[src/verilog/tdchm_map.svh]
// What this block does
// - Mode two result is selected stop time minus start time.
// - Mode two accepts and times at most three stop hits.
// - Mode two second operand picks first, second or third hit of stop A.
// - Mode two first operand stays start; stop-to-stop is not offered.
// - Mode one result is first operand time minus second operand time.
// - Mode one operands may pick start or any hit on either stop channel.
// - Analog off uses digital stop pins; analog on uses the receiver output.
// - Charge time selects 90, 120, 150 or 300 us; 300 after reset.
// - Mode bit set selects mode two, cleared selects mode one.
// - Mode two auto sum computes all three hit times and their sum.
// - Mode two timeout window of 64 to 1024 us flags missing hits.
// - Each stop channel has its own expected hit count for completion.
// - Start triggers on falling edge when selected, else rising edge.
// - Stops trigger rising by default, falling or both when selected.
// - Signal an interrupt when the expected hits have arrived.
// - Signal an interrupt when the measuring counter overflows.
`ifndef TDCHM_MAP_SVH
`define TDCHM_MAP_SVH

`define TDCHM_CLK_MHZ 25
`define TDCHM_TS_W 16
`define TDCHM_TS_MAX 16'hFFFF
`define TDCHM_HIT_MAX 4
`define TDCHM_HIT_MAX_MM2 3

`define TDCHM_CHG_90_US 90
`define TDCHM_CHG_120_US 120
`define TDCHM_CHG_150_US 150
`define TDCHM_CHG_300_US 300
`define TDCHM_CHG_SEL_90 2'h0
`define TDCHM_CHG_SEL_120 2'h1
`define TDCHM_CHG_SEL_150 2'h2
`define TDCHM_CHG_SEL_300 2'h3
`define TDCHM_CHG_SEL_RST 2'h3

`define TDCHM_TMO_64_US 64
`define TDCHM_TMO_256_US 256
`define TDCHM_TMO_1024_US 1024
`define TDCHM_TMO_SEL_64 2'h0
`define TDCHM_TMO_SEL_256 2'h1
`define TDCHM_TMO_SEL_RST 2'h0

`define TDCHM_OP_START 4'h0
`define TDCHM_OP_A_BASE 4'h1
`define TDCHM_OP_B_BASE 4'h9
`define TDCHM_OP_SEL_RST 4'h0
`define TDCHM_EXP_RST 3'h1

`endif

[src/verilog/tdchm_pkg.sv]
package tdchm_pkg;

  typedef enum logic [2:0] {
    TDCHM_IDLE,
    TDCHM_CHARGE,
    TDCHM_WAIT_START,
    TDCHM_COLLECT,
    TDCHM_CALC
  } tdchm_state_t;

  typedef enum logic {
    TDCHM_MODE_ONE,
    TDCHM_MODE_TWO
  } tdchm_mode_t;

endpackage : tdchm_pkg

[src/verilog/tdchm_edge_det.sv]
`timescale 1ns/1ps
module tdchm_edge_det (
  input wire logic clk,
  input wire logic reset,
  input wire logic pin,
  input wire logic falling_sel,
  input wire logic both_sel,
  output logic edge_pulse
);
  logic meta_reg;
  logic sync_reg;
  logic prev_reg;

  always_ff @(posedge clk or posedge reset) begin
    if (reset) begin
      meta_reg <= 1'b0;
      sync_reg <= 1'b0;
      prev_reg <= 1'b0;
    end else begin
      meta_reg <= pin;
      sync_reg <= meta_reg;
      prev_reg <= sync_reg;
    end
  end

  // Both-edges is tested first so it overrides the falling choice.
  always_comb begin
    if (both_sel) begin
      edge_pulse = sync_reg ^ prev_reg;
    end else if (falling_sel) begin
      edge_pulse = prev_reg & ~sync_reg;
    end else begin
      edge_pulse = sync_reg & ~prev_reg;
    end
  end
endmodule : tdchm_edge_det

[src/verilog/tdchm_top.sv]
`timescale 1ns/1ps
`include "tdchm_map.svh"
module tdchm_top #(
  parameter int CHG_300_CYC = `TDCHM_CHG_300_US * `TDCHM_CLK_MHZ,
  parameter int TMO_256_CYC = `TDCHM_TMO_256_US * `TDCHM_CLK_MHZ,
  parameter int TMO_1024_CYC = `TDCHM_TMO_1024_US * `TDCHM_CLK_MHZ
) (
  input wire logic clk,
  input wire logic reset,
  input wire logic measure_start,
  input wire logic mode_two,
  input wire logic analog_enable,
  input wire logic [1:0] cap_charge_time,
  input wire logic [1:0] timeout_window_select,
  input wire logic auto_sum_three_hits,
  input wire logic [3:0] first_operand_select,
  input wire logic [3:0] second_operand_select,
  input wire logic [2:0] expected_hits_a,
  input wire logic [2:0] expected_hits_b,
  input wire logic start_falling,
  input wire logic stop_a_falling,
  input wire logic stop_a_both,
  input wire logic stop_b_falling,
  input wire logic stop_b_both,
  input wire logic start_pin,
  input wire logic stop_input_a,
  input wire logic stop_input_b,
  input wire logic afe_stop_a,
  input wire logic afe_stop_b,
  output logic charge_capacitor,
  output logic measuring,
  output logic result_valid,
  output logic [15:0] result_one,
  output logic [15:0] result_two,
  output logic [15:0] result_three,
  output logic [17:0] result_sum,
  output logic timeout_flag,
  output logic hits_done_irq,
  output logic timeout_irq
);
  localparam int CHG_90_CYC = `TDCHM_CHG_90_US * `TDCHM_CLK_MHZ;
  localparam int CHG_120_CYC = `TDCHM_CHG_120_US * `TDCHM_CLK_MHZ;
  localparam int CHG_150_CYC = `TDCHM_CHG_150_US * `TDCHM_CLK_MHZ;
  localparam int TMO_64_CYC = `TDCHM_TMO_64_US * `TDCHM_CLK_MHZ;

  tdchm_pkg::tdchm_state_t state_reg;
  tdchm_pkg::tdchm_mode_t mode_reg;
  logic analog_reg;
  logic [1:0] chg_sel_reg;
  logic [1:0] tmo_sel_reg;
  logic auto_reg;
  logic [3:0] op1_reg;
  logic [3:0] op2_reg;
  logic [2:0] exp_a_reg;
  logic [2:0] exp_b_reg;
  logic [12:0] chg_cnt_reg;
  logic [15:0] elapsed_reg;
  logic [2:0] hit_a_reg;
  logic [2:0] hit_b_reg;
  logic [15:0] stamp_reg [2][`TDCHM_HIT_MAX];
  logic start_edge;
  logic stop_a_edge;
  logic stop_b_edge;
  logic stop_a_src;
  logic stop_b_src;
  logic [12:0] chg_target;
  logic [15:0] tmo_target;
  logic [2:0] cap_a;
  logic hits_complete;
  logic tmo_hit;

  // Source choice is static during a measurement, so muxing ahead of the
  // synchroniser costs nothing and saves two synchronisers.
  assign stop_a_src = analog_reg ? afe_stop_a : stop_input_a;
  assign stop_b_src = analog_reg ? afe_stop_b : stop_input_b;

  tdchm_edge_det u_start (
    .clk(clk),
    .reset(reset),
    .pin(start_pin),
    .falling_sel(start_falling),
    .both_sel(1'b0),
    .edge_pulse(start_edge)
  );
  tdchm_edge_det u_stop_a (
    .clk(clk),
    .reset(reset),
    .pin(stop_a_src),
    .falling_sel(stop_a_falling),
    .both_sel(stop_a_both),
    .edge_pulse(stop_a_edge)
  );
  tdchm_edge_det u_stop_b (
    .clk(clk),
    .reset(reset),
    .pin(stop_b_src),
    .falling_sel(stop_b_falling),
    .both_sel(stop_b_both),
    .edge_pulse(stop_b_edge)
  );

  function automatic logic [15:0] op_time(input logic [3:0] sel);
    logic [3:0] ia;
    logic [3:0] ib;
    ia = sel - `TDCHM_OP_A_BASE;
    ib = sel - `TDCHM_OP_B_BASE;
    if (sel >= `TDCHM_OP_A_BASE && ia < 4'h4) begin
      op_time = stamp_reg[0][ia[1:0]];
    end else if (sel >= `TDCHM_OP_B_BASE && ib < 4'h4) begin
      op_time = stamp_reg[1][ib[1:0]];
    end else begin
      op_time = 16'h0000;
    end
  endfunction : op_time

  always_comb begin
    unique case (chg_sel_reg)
      `TDCHM_CHG_SEL_90: chg_target = 13'(CHG_90_CYC);
      `TDCHM_CHG_SEL_120: chg_target = 13'(CHG_120_CYC);
      `TDCHM_CHG_SEL_150: chg_target = 13'(CHG_150_CYC);
      `TDCHM_CHG_SEL_300: chg_target = 13'(CHG_300_CYC);
    endcase
  end

  always_comb begin
    unique case (tmo_sel_reg)
      `TDCHM_TMO_SEL_64: tmo_target = 16'(TMO_64_CYC);
      `TDCHM_TMO_SEL_256: tmo_target = 16'(TMO_256_CYC);
      default: tmo_target = 16'(TMO_1024_CYC);
    endcase
  end

  // Mode two has a three-hit ceiling and ignores stop B.
  assign cap_a = (mode_reg == tdchm_pkg::TDCHM_MODE_TWO) ?
                 3'(`TDCHM_HIT_MAX_MM2) : 3'(`TDCHM_HIT_MAX);
  assign hits_complete = (hit_a_reg >= exp_a_reg) &&
                         (hit_b_reg >= exp_b_reg);
  // Mode one times out on counter wrap, mode two on the window.
  assign tmo_hit = (mode_reg == tdchm_pkg::TDCHM_MODE_TWO) ?
                   (elapsed_reg >= tmo_target) :
                   (elapsed_reg == `TDCHM_TS_MAX);

  // Configuration is captured at measurement start so a host change
  // mid-measurement cannot corrupt operand decoding.
  always_ff @(posedge clk or posedge reset) begin
    if (reset) begin
      mode_reg <= tdchm_pkg::TDCHM_MODE_ONE;
      analog_reg <= 1'b0;
      chg_sel_reg <= `TDCHM_CHG_SEL_RST;
      tmo_sel_reg <= `TDCHM_TMO_SEL_RST;
      auto_reg <= 1'b0;
      op1_reg <= `TDCHM_OP_SEL_RST;
      op2_reg <= `TDCHM_OP_SEL_RST;
      exp_a_reg <= `TDCHM_EXP_RST;
      exp_b_reg <= 3'h0;
    end else if (state_reg == tdchm_pkg::TDCHM_IDLE && measure_start) begin
      mode_reg <= mode_two ? tdchm_pkg::TDCHM_MODE_TWO :
                             tdchm_pkg::TDCHM_MODE_ONE;
      analog_reg <= analog_enable;
      chg_sel_reg <= cap_charge_time;
      tmo_sel_reg <= timeout_window_select;
      auto_reg <= auto_sum_three_hits & mode_two;
      if (mode_two) begin
        op1_reg <= `TDCHM_OP_START;
        op2_reg <= (second_operand_select >= `TDCHM_OP_A_BASE &&
                    second_operand_select <= 4'h3) ?
                   second_operand_select : `TDCHM_OP_A_BASE;
        exp_a_reg <= (expected_hits_a > 3'(`TDCHM_HIT_MAX_MM2)) ?
                     3'(`TDCHM_HIT_MAX_MM2) : expected_hits_a;
        exp_b_reg <= 3'h0;
      end else begin
        op1_reg <= first_operand_select;
        op2_reg <= second_operand_select;
        exp_a_reg <= expected_hits_a;
        exp_b_reg <= expected_hits_b;
      end
    end
  end

  always_ff @(posedge clk or posedge reset) begin
    if (reset) begin
      state_reg <= tdchm_pkg::TDCHM_IDLE;
      chg_cnt_reg <= 13'h0000;
      charge_capacitor <= 1'b0;
      measuring <= 1'b0;
    end else begin
      unique case (state_reg)
        tdchm_pkg::TDCHM_IDLE: begin
          if (measure_start) begin
            chg_cnt_reg <= 13'h0000;
            charge_capacitor <= analog_enable;
            measuring <= 1'b1;
            state_reg <= analog_enable ? tdchm_pkg::TDCHM_CHARGE :
                                         tdchm_pkg::TDCHM_WAIT_START;
          end
        end
        tdchm_pkg::TDCHM_CHARGE: begin
          chg_cnt_reg <= chg_cnt_reg + 13'h0001;
          if (chg_cnt_reg + 13'h0001 >= chg_target) begin
            charge_capacitor <= 1'b0;
            state_reg <= tdchm_pkg::TDCHM_WAIT_START;
          end
        end
        tdchm_pkg::TDCHM_WAIT_START: begin
          if (start_edge) begin
            state_reg <= tdchm_pkg::TDCHM_COLLECT;
          end
        end
        tdchm_pkg::TDCHM_COLLECT: begin
          if (hits_complete || tmo_hit) begin
            state_reg <= tdchm_pkg::TDCHM_CALC;
          end
        end
        tdchm_pkg::TDCHM_CALC: begin
          measuring <= 1'b0;
          state_reg <= tdchm_pkg::TDCHM_IDLE;
        end
      endcase
    end
  end

  // Stamps are cycles since the start edge, so start time is zero.
  always_ff @(posedge clk or posedge reset) begin
    if (reset) begin
      elapsed_reg <= 16'h0000;
      hit_a_reg <= 3'h0;
      hit_b_reg <= 3'h0;
      for (int c = 0; c < 2; c++) begin
        for (int h = 0; h < `TDCHM_HIT_MAX; h++) begin
          stamp_reg[c][h] <= 16'h0000;
        end
      end
    end else if (state_reg == tdchm_pkg::TDCHM_WAIT_START) begin
      elapsed_reg <= 16'h0000;
      hit_a_reg <= 3'h0;
      hit_b_reg <= 3'h0;
    end else if (state_reg == tdchm_pkg::TDCHM_COLLECT) begin
      elapsed_reg <= elapsed_reg + 16'h0001;
      if (stop_a_edge && hit_a_reg < cap_a) begin
        stamp_reg[0][hit_a_reg[1:0]] <= elapsed_reg;
        hit_a_reg <= hit_a_reg + 3'h1;
      end
      if (stop_b_edge && mode_reg == tdchm_pkg::TDCHM_MODE_ONE &&
          hit_b_reg < 3'(`TDCHM_HIT_MAX)) begin
        stamp_reg[1][hit_b_reg[1:0]] <= elapsed_reg;
        hit_b_reg <= hit_b_reg + 3'h1;
      end
    end
  end

  always_ff @(posedge clk or posedge reset) begin
    if (reset) begin
      hits_done_irq <= 1'b0;
      timeout_irq <= 1'b0;
      timeout_flag <= 1'b0;
    end else begin
      hits_done_irq <= state_reg == tdchm_pkg::TDCHM_COLLECT &&
                       hits_complete;
      timeout_irq <= state_reg == tdchm_pkg::TDCHM_COLLECT &&
                     !hits_complete && tmo_hit;
      if (state_reg == tdchm_pkg::TDCHM_COLLECT && !hits_complete &&
          tmo_hit) begin
        timeout_flag <= 1'b1;
      end else if (state_reg == tdchm_pkg::TDCHM_IDLE && measure_start) begin
        timeout_flag <= 1'b0;
      end
    end
  end

  always_ff @(posedge clk or posedge reset) begin
    if (reset) begin
      result_valid <= 1'b0;
      result_one <= 16'h0000;
      result_two <= 16'h0000;
      result_three <= 16'h0000;
      result_sum <= 18'h00000;
    end else if (state_reg == tdchm_pkg::TDCHM_CALC) begin
      result_valid <= !timeout_flag;
      if (auto_reg) begin
        result_one <= stamp_reg[0][0];
        result_two <= stamp_reg[0][1];
        result_three <= stamp_reg[0][2];
        result_sum <= 18'(stamp_reg[0][0]) + 18'(stamp_reg[0][1]) +
                      18'(stamp_reg[0][2]);
      end else if (mode_reg == tdchm_pkg::TDCHM_MODE_TWO) begin
        result_one <= op_time(op2_reg) - op_time(op1_reg);
      end else begin
        result_one <= op_time(op1_reg) - op_time(op2_reg);
      end
    end else if (state_reg == tdchm_pkg::TDCHM_IDLE && measure_start) begin
      result_valid <= 1'b0;
    end
  end

  logic [12:0] chg_len_reg;
  always_ff @(posedge clk or posedge reset) begin
    if (reset) begin
      chg_len_reg <= 13'h0000;
    end else if (charge_capacitor) begin
      chg_len_reg <= chg_len_reg + 13'h0001;
    end else begin
      chg_len_reg <= 13'h0000;
    end
  end

  property p_mm2_stop_minus_start;
    @(posedge clk) disable iff (reset)
    $rose(result_valid) && mode_reg == tdchm_pkg::TDCHM_MODE_TWO &&
    !auto_reg |-> result_one == op_time(op2_reg);
  endproperty
  a_mm2_stop_minus_start: assert property (p_mm2_stop_minus_start)
    else $error("mode two result is not stop minus start");

  // Counts left by a mode one run are cleared only on entering the wait.
  property p_mm2_hit_cap;
    @(posedge clk) disable iff (reset)
    mode_reg == tdchm_pkg::TDCHM_MODE_TWO &&
    state_reg inside {tdchm_pkg::TDCHM_COLLECT, tdchm_pkg::TDCHM_CALC} |->
    hit_a_reg <= 3'h3 && hit_b_reg == 3'h0;
  endproperty
  a_mm2_hit_cap: assert property (p_mm2_hit_cap)
    else $error("mode two took more than three stop hits");

  property p_mm2_op1_start;
    @(posedge clk) disable iff (reset)
    state_reg == tdchm_pkg::TDCHM_COLLECT &&
    mode_reg == tdchm_pkg::TDCHM_MODE_TWO |->
    op1_reg == `TDCHM_OP_START && op2_reg inside {4'h1, 4'h2, 4'h3};
  endproperty
  a_mm2_op1_start: assert property (p_mm2_op1_start)
    else $error("mode two operand selection out of range");

  property p_mm1_diff;
    @(posedge clk) disable iff (reset)
    $rose(result_valid) && mode_reg == tdchm_pkg::TDCHM_MODE_ONE |->
    result_one == 16'(op_time(op1_reg) - op_time(op2_reg));
  endproperty
  a_mm1_diff: assert property (p_mm1_diff)
    else $error("mode one result is not first minus second");

  property p_charge_len;
    @(posedge clk) disable iff (reset)
    $fell(charge_capacitor) && state_reg == tdchm_pkg::TDCHM_WAIT_START
    |-> $past(chg_len_reg) + 13'h0001 == chg_target;
  endproperty
  a_charge_len: assert property (p_charge_len)
    else $error("charge time does not match selection");

  property p_charge_analog;
    @(posedge clk) disable iff (reset)
    charge_capacitor |-> analog_reg && measuring;
  endproperty
  a_charge_analog: assert property (p_charge_analog)
    else $error("capacitor charged with analog section off");

  property p_auto_sum;
    @(posedge clk) disable iff (reset)
    $rose(result_valid) && auto_reg |-> result_sum ==
    18'(result_one) + 18'(result_two) + 18'(result_three);
  endproperty
  a_auto_sum: assert property (p_auto_sum)
    else $error("auto sum differs from the three hit times");

  property p_done_irq;
    @(posedge clk) disable iff (reset)
    hits_done_irq |-> $past(hit_a_reg) >= $past(exp_a_reg) &&
    $past(hit_b_reg) >= $past(exp_b_reg) ##1 !hits_done_irq;
  endproperty
  a_done_irq: assert property (p_done_irq)
    else $error("hit interrupt without expected hits");

  property p_tmo_irq;
    @(posedge clk) disable iff (reset)
    timeout_irq |-> ($past(mode_reg) == tdchm_pkg::TDCHM_MODE_ONE ?
    $past(elapsed_reg) == `TDCHM_TS_MAX :
    $past(elapsed_reg) >= $past(tmo_target)) ##1 timeout_flag;
  endproperty
  a_tmo_irq: assert property (p_tmo_irq)
    else $error("timeout interrupt before the limit");
endmodule : tdchm_top

[config.mk]
export PLATFORM = sky130hd
export DESIGN_NAME = tdchm_top
export DESIGN_NICKNAME = d
export VERILOG_FILES = /design/src/verilog/tdchm_pkg.sv /design/src/verilog/tdchm_edge_det.sv /design/src/verilog/tdchm_top.sv
export VERILOG_INCLUDE_DIRS = /design/src /design/src/verilog
export SDC_FILE = /design/constraint.sdc
export NUM_CORES = 1
export LEC_CHECK = 0
export BUFFER_PORTS_ARGS = -buffer_cell sky130_fd_sc_hd__buf_2
export CORE_UTILIZATION = 55
export CTS_CLUSTER_SIZE = 28
export DETAILED_ROUTE_END_ITERATION = 8
export PLACE_DENSITY = 0.72
export SYNTH_ARGS = -nofsm -noshare
export SYNTH_HDL_FRONTEND = slang
export SYNTH_SLANG_ARGS = --single-unit
export TNS_END_PERCENT = 20
[constraint.sdc]
create_clock -name clk -period 9 [get_ports clk]
set_input_delay 1.8 -clock clk [delete_from_list [all_inputs] [get_ports clk]]
set_output_delay 1.8 -clock clk [all_outputs]
set_load 0.005 [all_outputs]
# After elaboration in Yosys (flattened, before gate mapping)
# Cells that the tools add are included.
[op_classes]
add_sub_neg = 12
order_cmp = 25
n_eq_ne = 13
muxes = 78
bitwise_logic = 23
reduce_logical = 37
[ops]
columns = ["op", "count"]
rows = [
  ["$mux 16", 30],
  ["$bmux 16 s2", 4],
  ["$bwmux 64", 2],
  ["$demux 16 s2", 2],
  ["$pmux 13 s4", 1],
  ["$mux 3", 14],
  ["$sub 16x16->16", 2],
  ["$pmux 15 s2", 1],
  ["$pmux 13 s2", 1],
  ["$add 17x16->18", 1],
  ["$ge 3x3->1 const B", 6],
  ["$not 2->3", 6],
  ["$add 16x16->17", 1],
  ["$add 16x1->16 const B", 1],
  ["$eq 16x16->1 const B", 1],
  ["$ge 16x16->1", 1],
  ["$lt 4x3->1 const B", 4],
  ["$logic_and 1x1->1", 15],
  ["$mux 1", 15],
  ["$pmux 3 s5", 1],
  ["$reduce_bool 2->1", 7],
  ["$add 13x1->13 const B", 1],
  ["$ge 13x13->1", 1],
  ["$mux 13", 1],
  ["30 further kinds", 69],
]
[word_totals]
regBits = 268
in_bits = 34

# Logic depth before layout (Yosys ltp)
[logic_depth]
depth_word = 13
mapped_depth = 24
mapped_depth_nobuf = 19

# By module
# A second synthesis with hierarchy kept.
[hier_totals]
cells_unflattened = 1598
hier_area_um2 = 16353.2
[modules_own_cells]
columns = ["module", "n_inst", "cells_per_inst", "area_per_inst_um2", "seq_area_each_um2"]
rows = [
  ["tdchm_top", 1, 1568, 15959.1, 6485.0],
  ["tdchm_edge_det", 3, 10, 131.4, 75.1],
]

# Least setup slack after synthesis
# Ideal clock, no wire load.
[synth_path]
kind = "reg-to-reg"
startpoint = "register op2_reg[0]"
endpoint = "register result_one[15]"
t_arrival_ps = 4603
setup_slack_ps = 4320
stages_incl_launch_ff = 20
n_path_buf = 6
period_less_slack_ps = 4680
path_cell_list = "dfrtp_1 -> buf_2 -> clkbuf_1 -> buf_1 -> inv_1 -> ha_1 -> clkbuf_1 -> clkbuf_1 -> clkbuf_1 -> a211oi_1 -> a21oi_1 -> inv_1 -> ha_1 -> nand2_1 -> o21ai_0 -> a22oi_1 -> a2111oi_0 -> nor3_1 -> o31a_1 -> a21oi_1"
[synth_between]
elab_chain_cells = 13
[synth_lines]
columns = ["element", "line_no", "rtl"]
rows = [
  ["start: declaration", "tdchm_top.sv:53", "logic [3:0] op2_reg;"],
  ["start signal: assignment", "tdchm_top.sv:153", "op2_reg <= `TDCHM_OP_SEL_RST;"],
  ["start signal: assignment", "tdchm_top.sv:165", "op2_reg <= (second_operand_select >= `TDCHM_OP_A_BASE &&"],
  ["start signal: assignment", "tdchm_top.sv:173", "op2_reg <= second_operand_select;"],
  ["$sub 4x4->4 (no line)", "--", ""],
  ["$not 2->3 (implied by the code)", "tdchm_top.sv:110", "op_time = stamp_reg[1][ib[1:0]];"],
  ["$bmux 16 s2", "tdchm_top.sv:110", ""],
  ["$mux 16 (implied by the code) (2 in series)", "tdchm_top.sv:110", ""],
  ["$mux 16", "tdchm_top.sv:109", "end else if (sel >= `TDCHM_OP_B_BASE && ib < 4'h4) begin"],
  ["$mux 16 *", "tdchm_top.sv:107", "if (sel >= `TDCHM_OP_A_BASE && ia < 4'h4) begin"],
  ["$mux 16", "tdchm_top.sv:285", "end else if (mode_reg == tdchm_pkg::TDCHM_MODE_TWO) begin"],
  ["$mux 16", "tdchm_top.sv:279", "if (auto_reg) begin"],
  ["$mux 16", "tdchm_top.sv:277", "end else if (state_reg == tdchm_pkg::TDCHM_CALC) begin"],
  ["$sub 16x16->16 (on tied branches)", "tdchm_top.sv:288, tdchm_top.sv:286", ""],
  ["$mux 16 *", "tdchm_top.sv:285", ""],
  ["$mux 16 *", "tdchm_top.sv:279", ""],
  ["end signal: assignment", "tdchm_top.sv:280", "result_one <= stamp_reg[0][0];"],
  ["end signal: assignment", "tdchm_top.sv:286", "result_one <= op_time(op2_reg) - op_time(op1_reg);"],
  ["end signal: assignment", "tdchm_top.sv:288", "result_one <= op_time(op1_reg) - op_time(op2_reg);"],
  ["end: declaration", "tdchm_top.sv:33", "output logic [15:0] result_one,"],
]
# Mark *: on every way between the ends. The rest lies on a longest branch, timed or not. The select of a mux whose other input is x is not followed.
# A chain may end at the register's enable or synchronous reset.

# Final worst setup path
[layout_path]
startpoint = "register op2_reg[0]"
endpoint = "register result_one[10]"
# Same word-level chain as after synthesis.

==> results.md <==
- DRC violation total after the first TritonRoute iteration: approximately 1000
- Max Cap Viol: 0
- LEAKAGE: between 0.008 and 0.009 µW
- Via/cell ratio: ~6.1
- Synth cell types: 67
- Hold path start: u_start.meta_reg$_DFF_PP0_
- Vias in the first global route: 12700
- Ranking of synthesized cells by area: dfrtp_1, mux2_2, ha_1
- Global-route wire length before repair: approximately 70000 µm
- R2R Path End: result_one[10]$_DFFE_PP0P_
- Mapped cell area: 0.0160 mm²
- Cell with the most instances after synthesis: dfrtp_1
- Die width: around 170 µm
- H-tree Lvls: 1
- Hold Crit Class: flop to flop
- Hold Vio Cnt, Final: 0
- Final nets: 1809
- Max Buffers Root-to-Sink: 3
- Hold buffers post-CTS: 0
- Cell Rows: 62
- Vias: between 10000 and 15000
- Mean Syn Cell Area: approximately 10 µm²
- Share of cells above drive strength 1: between 10% and 20%
- Post CTS Setup Buffer Count: 0
- Reg2Reg Setup Slack: 3.89 ns
- CP Max Fanout: 48
- RSZ-0062 raised after global routing: no
- Register area share after synthesis: a little over two fifths
- # diodes: 0
- All-Layer GR Usage: between 20% and 30%
- Synthesis-stage register bit count: between 200 and 300
- Pwr Total: about 5200 µW
- I/O pin count: 106
- Crit Path Category: flop to flop
- CTS tree: built
- PnR worst setup slack: between 3 and 4 ns
- Starting density of the core: a little under three fifths
- Grt ovf: 0
- Top cell types by occurrence after synthesis: dfrtp_1, nand2_1, mux2_2, a21oi_1, o21ai_0
- Worst slew pin tran: around 1.1 ns
- HPWL Detailed: about 31000 µm
- Max VDD drop: 0.000230 V
- Crit path DAT: ~5.6 ns
- Drt pass-1 iters: 5
- Worst Reg-to-Reg Cells: 21
- Final setup TNS: 0 ns
- Gates resized, CTS repair: 0
- Wire per inst: around 21 µm
- Antenna violations before repair: 1
- Cells after Synth: 1606
- Clock skew: around 0.017 ns
- Final period utilization: between 50 and 60%
- Outcome: completed
- Max_slew headroom: between 20% and 30%
- Critical Path End Type: flop
- GP Congestion: between 0.9 and 1
- Root Buffer: clkbuf_16
- Finish-stage setup viols: 0
- Die area: 0.0299 mm²
- Vert. Die Dim: approximately 170 µm
- Critical Path Start Type: flop
- Worst hold path depth: 0
- Post-route ant nets: 0
- Core area: 0.0287 mm²
- Worst endpoint required time: approximately 9.5 ns
- Port bufs: around 110
- Power per standard cell area: roughly 300 mW/mm²
- Reg clk slew, reported paths: 0.06 ns
- Clock Sinks: between 200 and 300
- Syn nets: 1755
- Fillers: between 2000 and 2500
- Slew Viols, Final: 0
- Largest net degree at the start of global routing: 160
- Layout area overhead: 11.2%
- Final WL: ~43000 µm
- Clock Latency Late Sink: roughly 0.56 ns
- Minimum clock period: between 5 and 6 ns
- WHS Endpoint: u_start.sync_reg$_DFF_PP0_
- Synth top area share: about two fifths
- Residual DRC: 0
- EDFF count, synth: 0
- Cell taking the most area after synthesis: dfrtp_1
- FMAX: about 200 MHz
- Clock buffer count from CTS: 30
- Largest register FFs: 128
- Async SR Flop Fraction: 100%
- Top FF cell, synth: dfrtp_1
- RR Startpoint: op2_reg[0]$_DFFE_PP0P_
- Syn. warnings: 0
- Worst Setup Slack post-DPL: slightly below 4 ns
-- layout by cell type (no fill, tap or decap), types with 8 or more instances in the layout --
master and count:
dfrtp_1 264, nand2_1 143, mux2_2 130, a21oi_1 128, o21ai_0 120, buf_2 105, nor2_1 94, ha_1 94
inv_1 85, nand3_1 43, mux2i_1 42, mux2_1 36, clkbuf_16 31, a22oi_1 28, xor2_1 27, a221oi_1 27
a211oi_1 21, fa_1 19, buf_4 19, xnor2_1 16, o22a_1 11, and3_1 10, o31ai_1 9, a21o_1 9
o22ai_1 9, nor3_1 9, o21a_1 9, clkbuf_8 9, nand2b_1 8, a31oi_1 8, nor2b_1 8
-- report_power, final --
group          internal [µW]  switching (µW)
combinational            892            1550
sequential              1360             151
clock                    753             497
total                   3000            2200
-- per-layer routing --
layer  share of wire [%]  track usage, %  vias up
met2                  47            48.6      428
met1                  43            39.0     6184
met4                 4.2            12.7        0
li1                    -               -     5846
met3                 5.9            4.33       99
met5                   0               0        -
-- area by class of cell --
| cell class | instances | area (µm²) | area share (%) |
|---|---|---|---|
| inverters | 88 | 334 | 1.87 |
| repair buffers | 125 | 688 | 3.86 |
| well taps | 384 | 480 | 2.69 |
| clock buffers | 43 | 911 | 5.10 |
| clock inverters | 9 | 104 | 0.582 |
| flip-flops and latches | 268 | 6710 | 37.6 |
| multi-input cells | 1147 | 8620 | 48.3 |
-- per-stage QoR --
step / cells / utilization (%) / hold WS (ns) / cell area (µm²)
final: 2064 / 62.2 / 0.350 / 17800
after global routing: 2064 / 62.2 / 0.354 / 17800
after CTS: 2064 / 62.2 / 0.352 / 17800
after detailed placement: 2012 / 58.6 / 0.337 / 16800
after global placement: 2012 / 58.6 / 0.335 / 16800
after floorplan: 1606 / - / 0.331 / 16100
-- logic make-up after synthesis --
family,Yosys count,synth area share [%]
mux,213,15.0
compound gates,420,16.4
buf+inv,191,4.63
xor+xnor,43,2.35
flops,268,41.8
fa+ha+maj,115,9.85
simple gates,356,9.98
-- how the worst max path moves through the flow --
stage,slack (ns),end,from,depth (start not counted)
floorplan,3.66,analog_reg$_DFFE_PP0P_,reset,1
global placement,4.12,result_one[10]$_DFFE_PP0P_,op2_reg[0]$_DFFE_PP0P_,21
detailed placement,3.95,result_one[10]$_DFFE_PP0P_,op2_reg[0]$_DFFE_PP0P_,21
CTS,3.96,result_one[10]$_DFFE_PP0P_,op2_reg[0]$_DFFE_PP0P_,21
global route,3.51,result_one[10]$_DFFE_PP0P_,op2_reg[0]$_DFFE_PP0P_,21
finish,3.89,result_one[10]$_DFFE_PP0P_,op2_reg[0]$_DFFE_PP0P_,21
-- worst max-delay path, cell delays in order (launching register included) --
cell	delay, ns
dfrtp_1	0.32
buf_4	0.48
inv_1	0.15
ha_2	0.22
or2_2	0.32
o21ai_0	0.27
and2_1	0.17
buf_4	0.36
a221oi_1	0.15
a211oi_1	0.29
a21oi_1	0.14
inv_1	0.13
ha_1	0.15
inv_1	0.05
fa_1	0.40
nand3_1	0.10
nand3_1	0.13
a41oi_1	0.35
o31ai_1	0.21
xnor2_1	0.19
o21ai_0	0.30
o21a_1	0.18
Power figures use the tool's default switching activity.
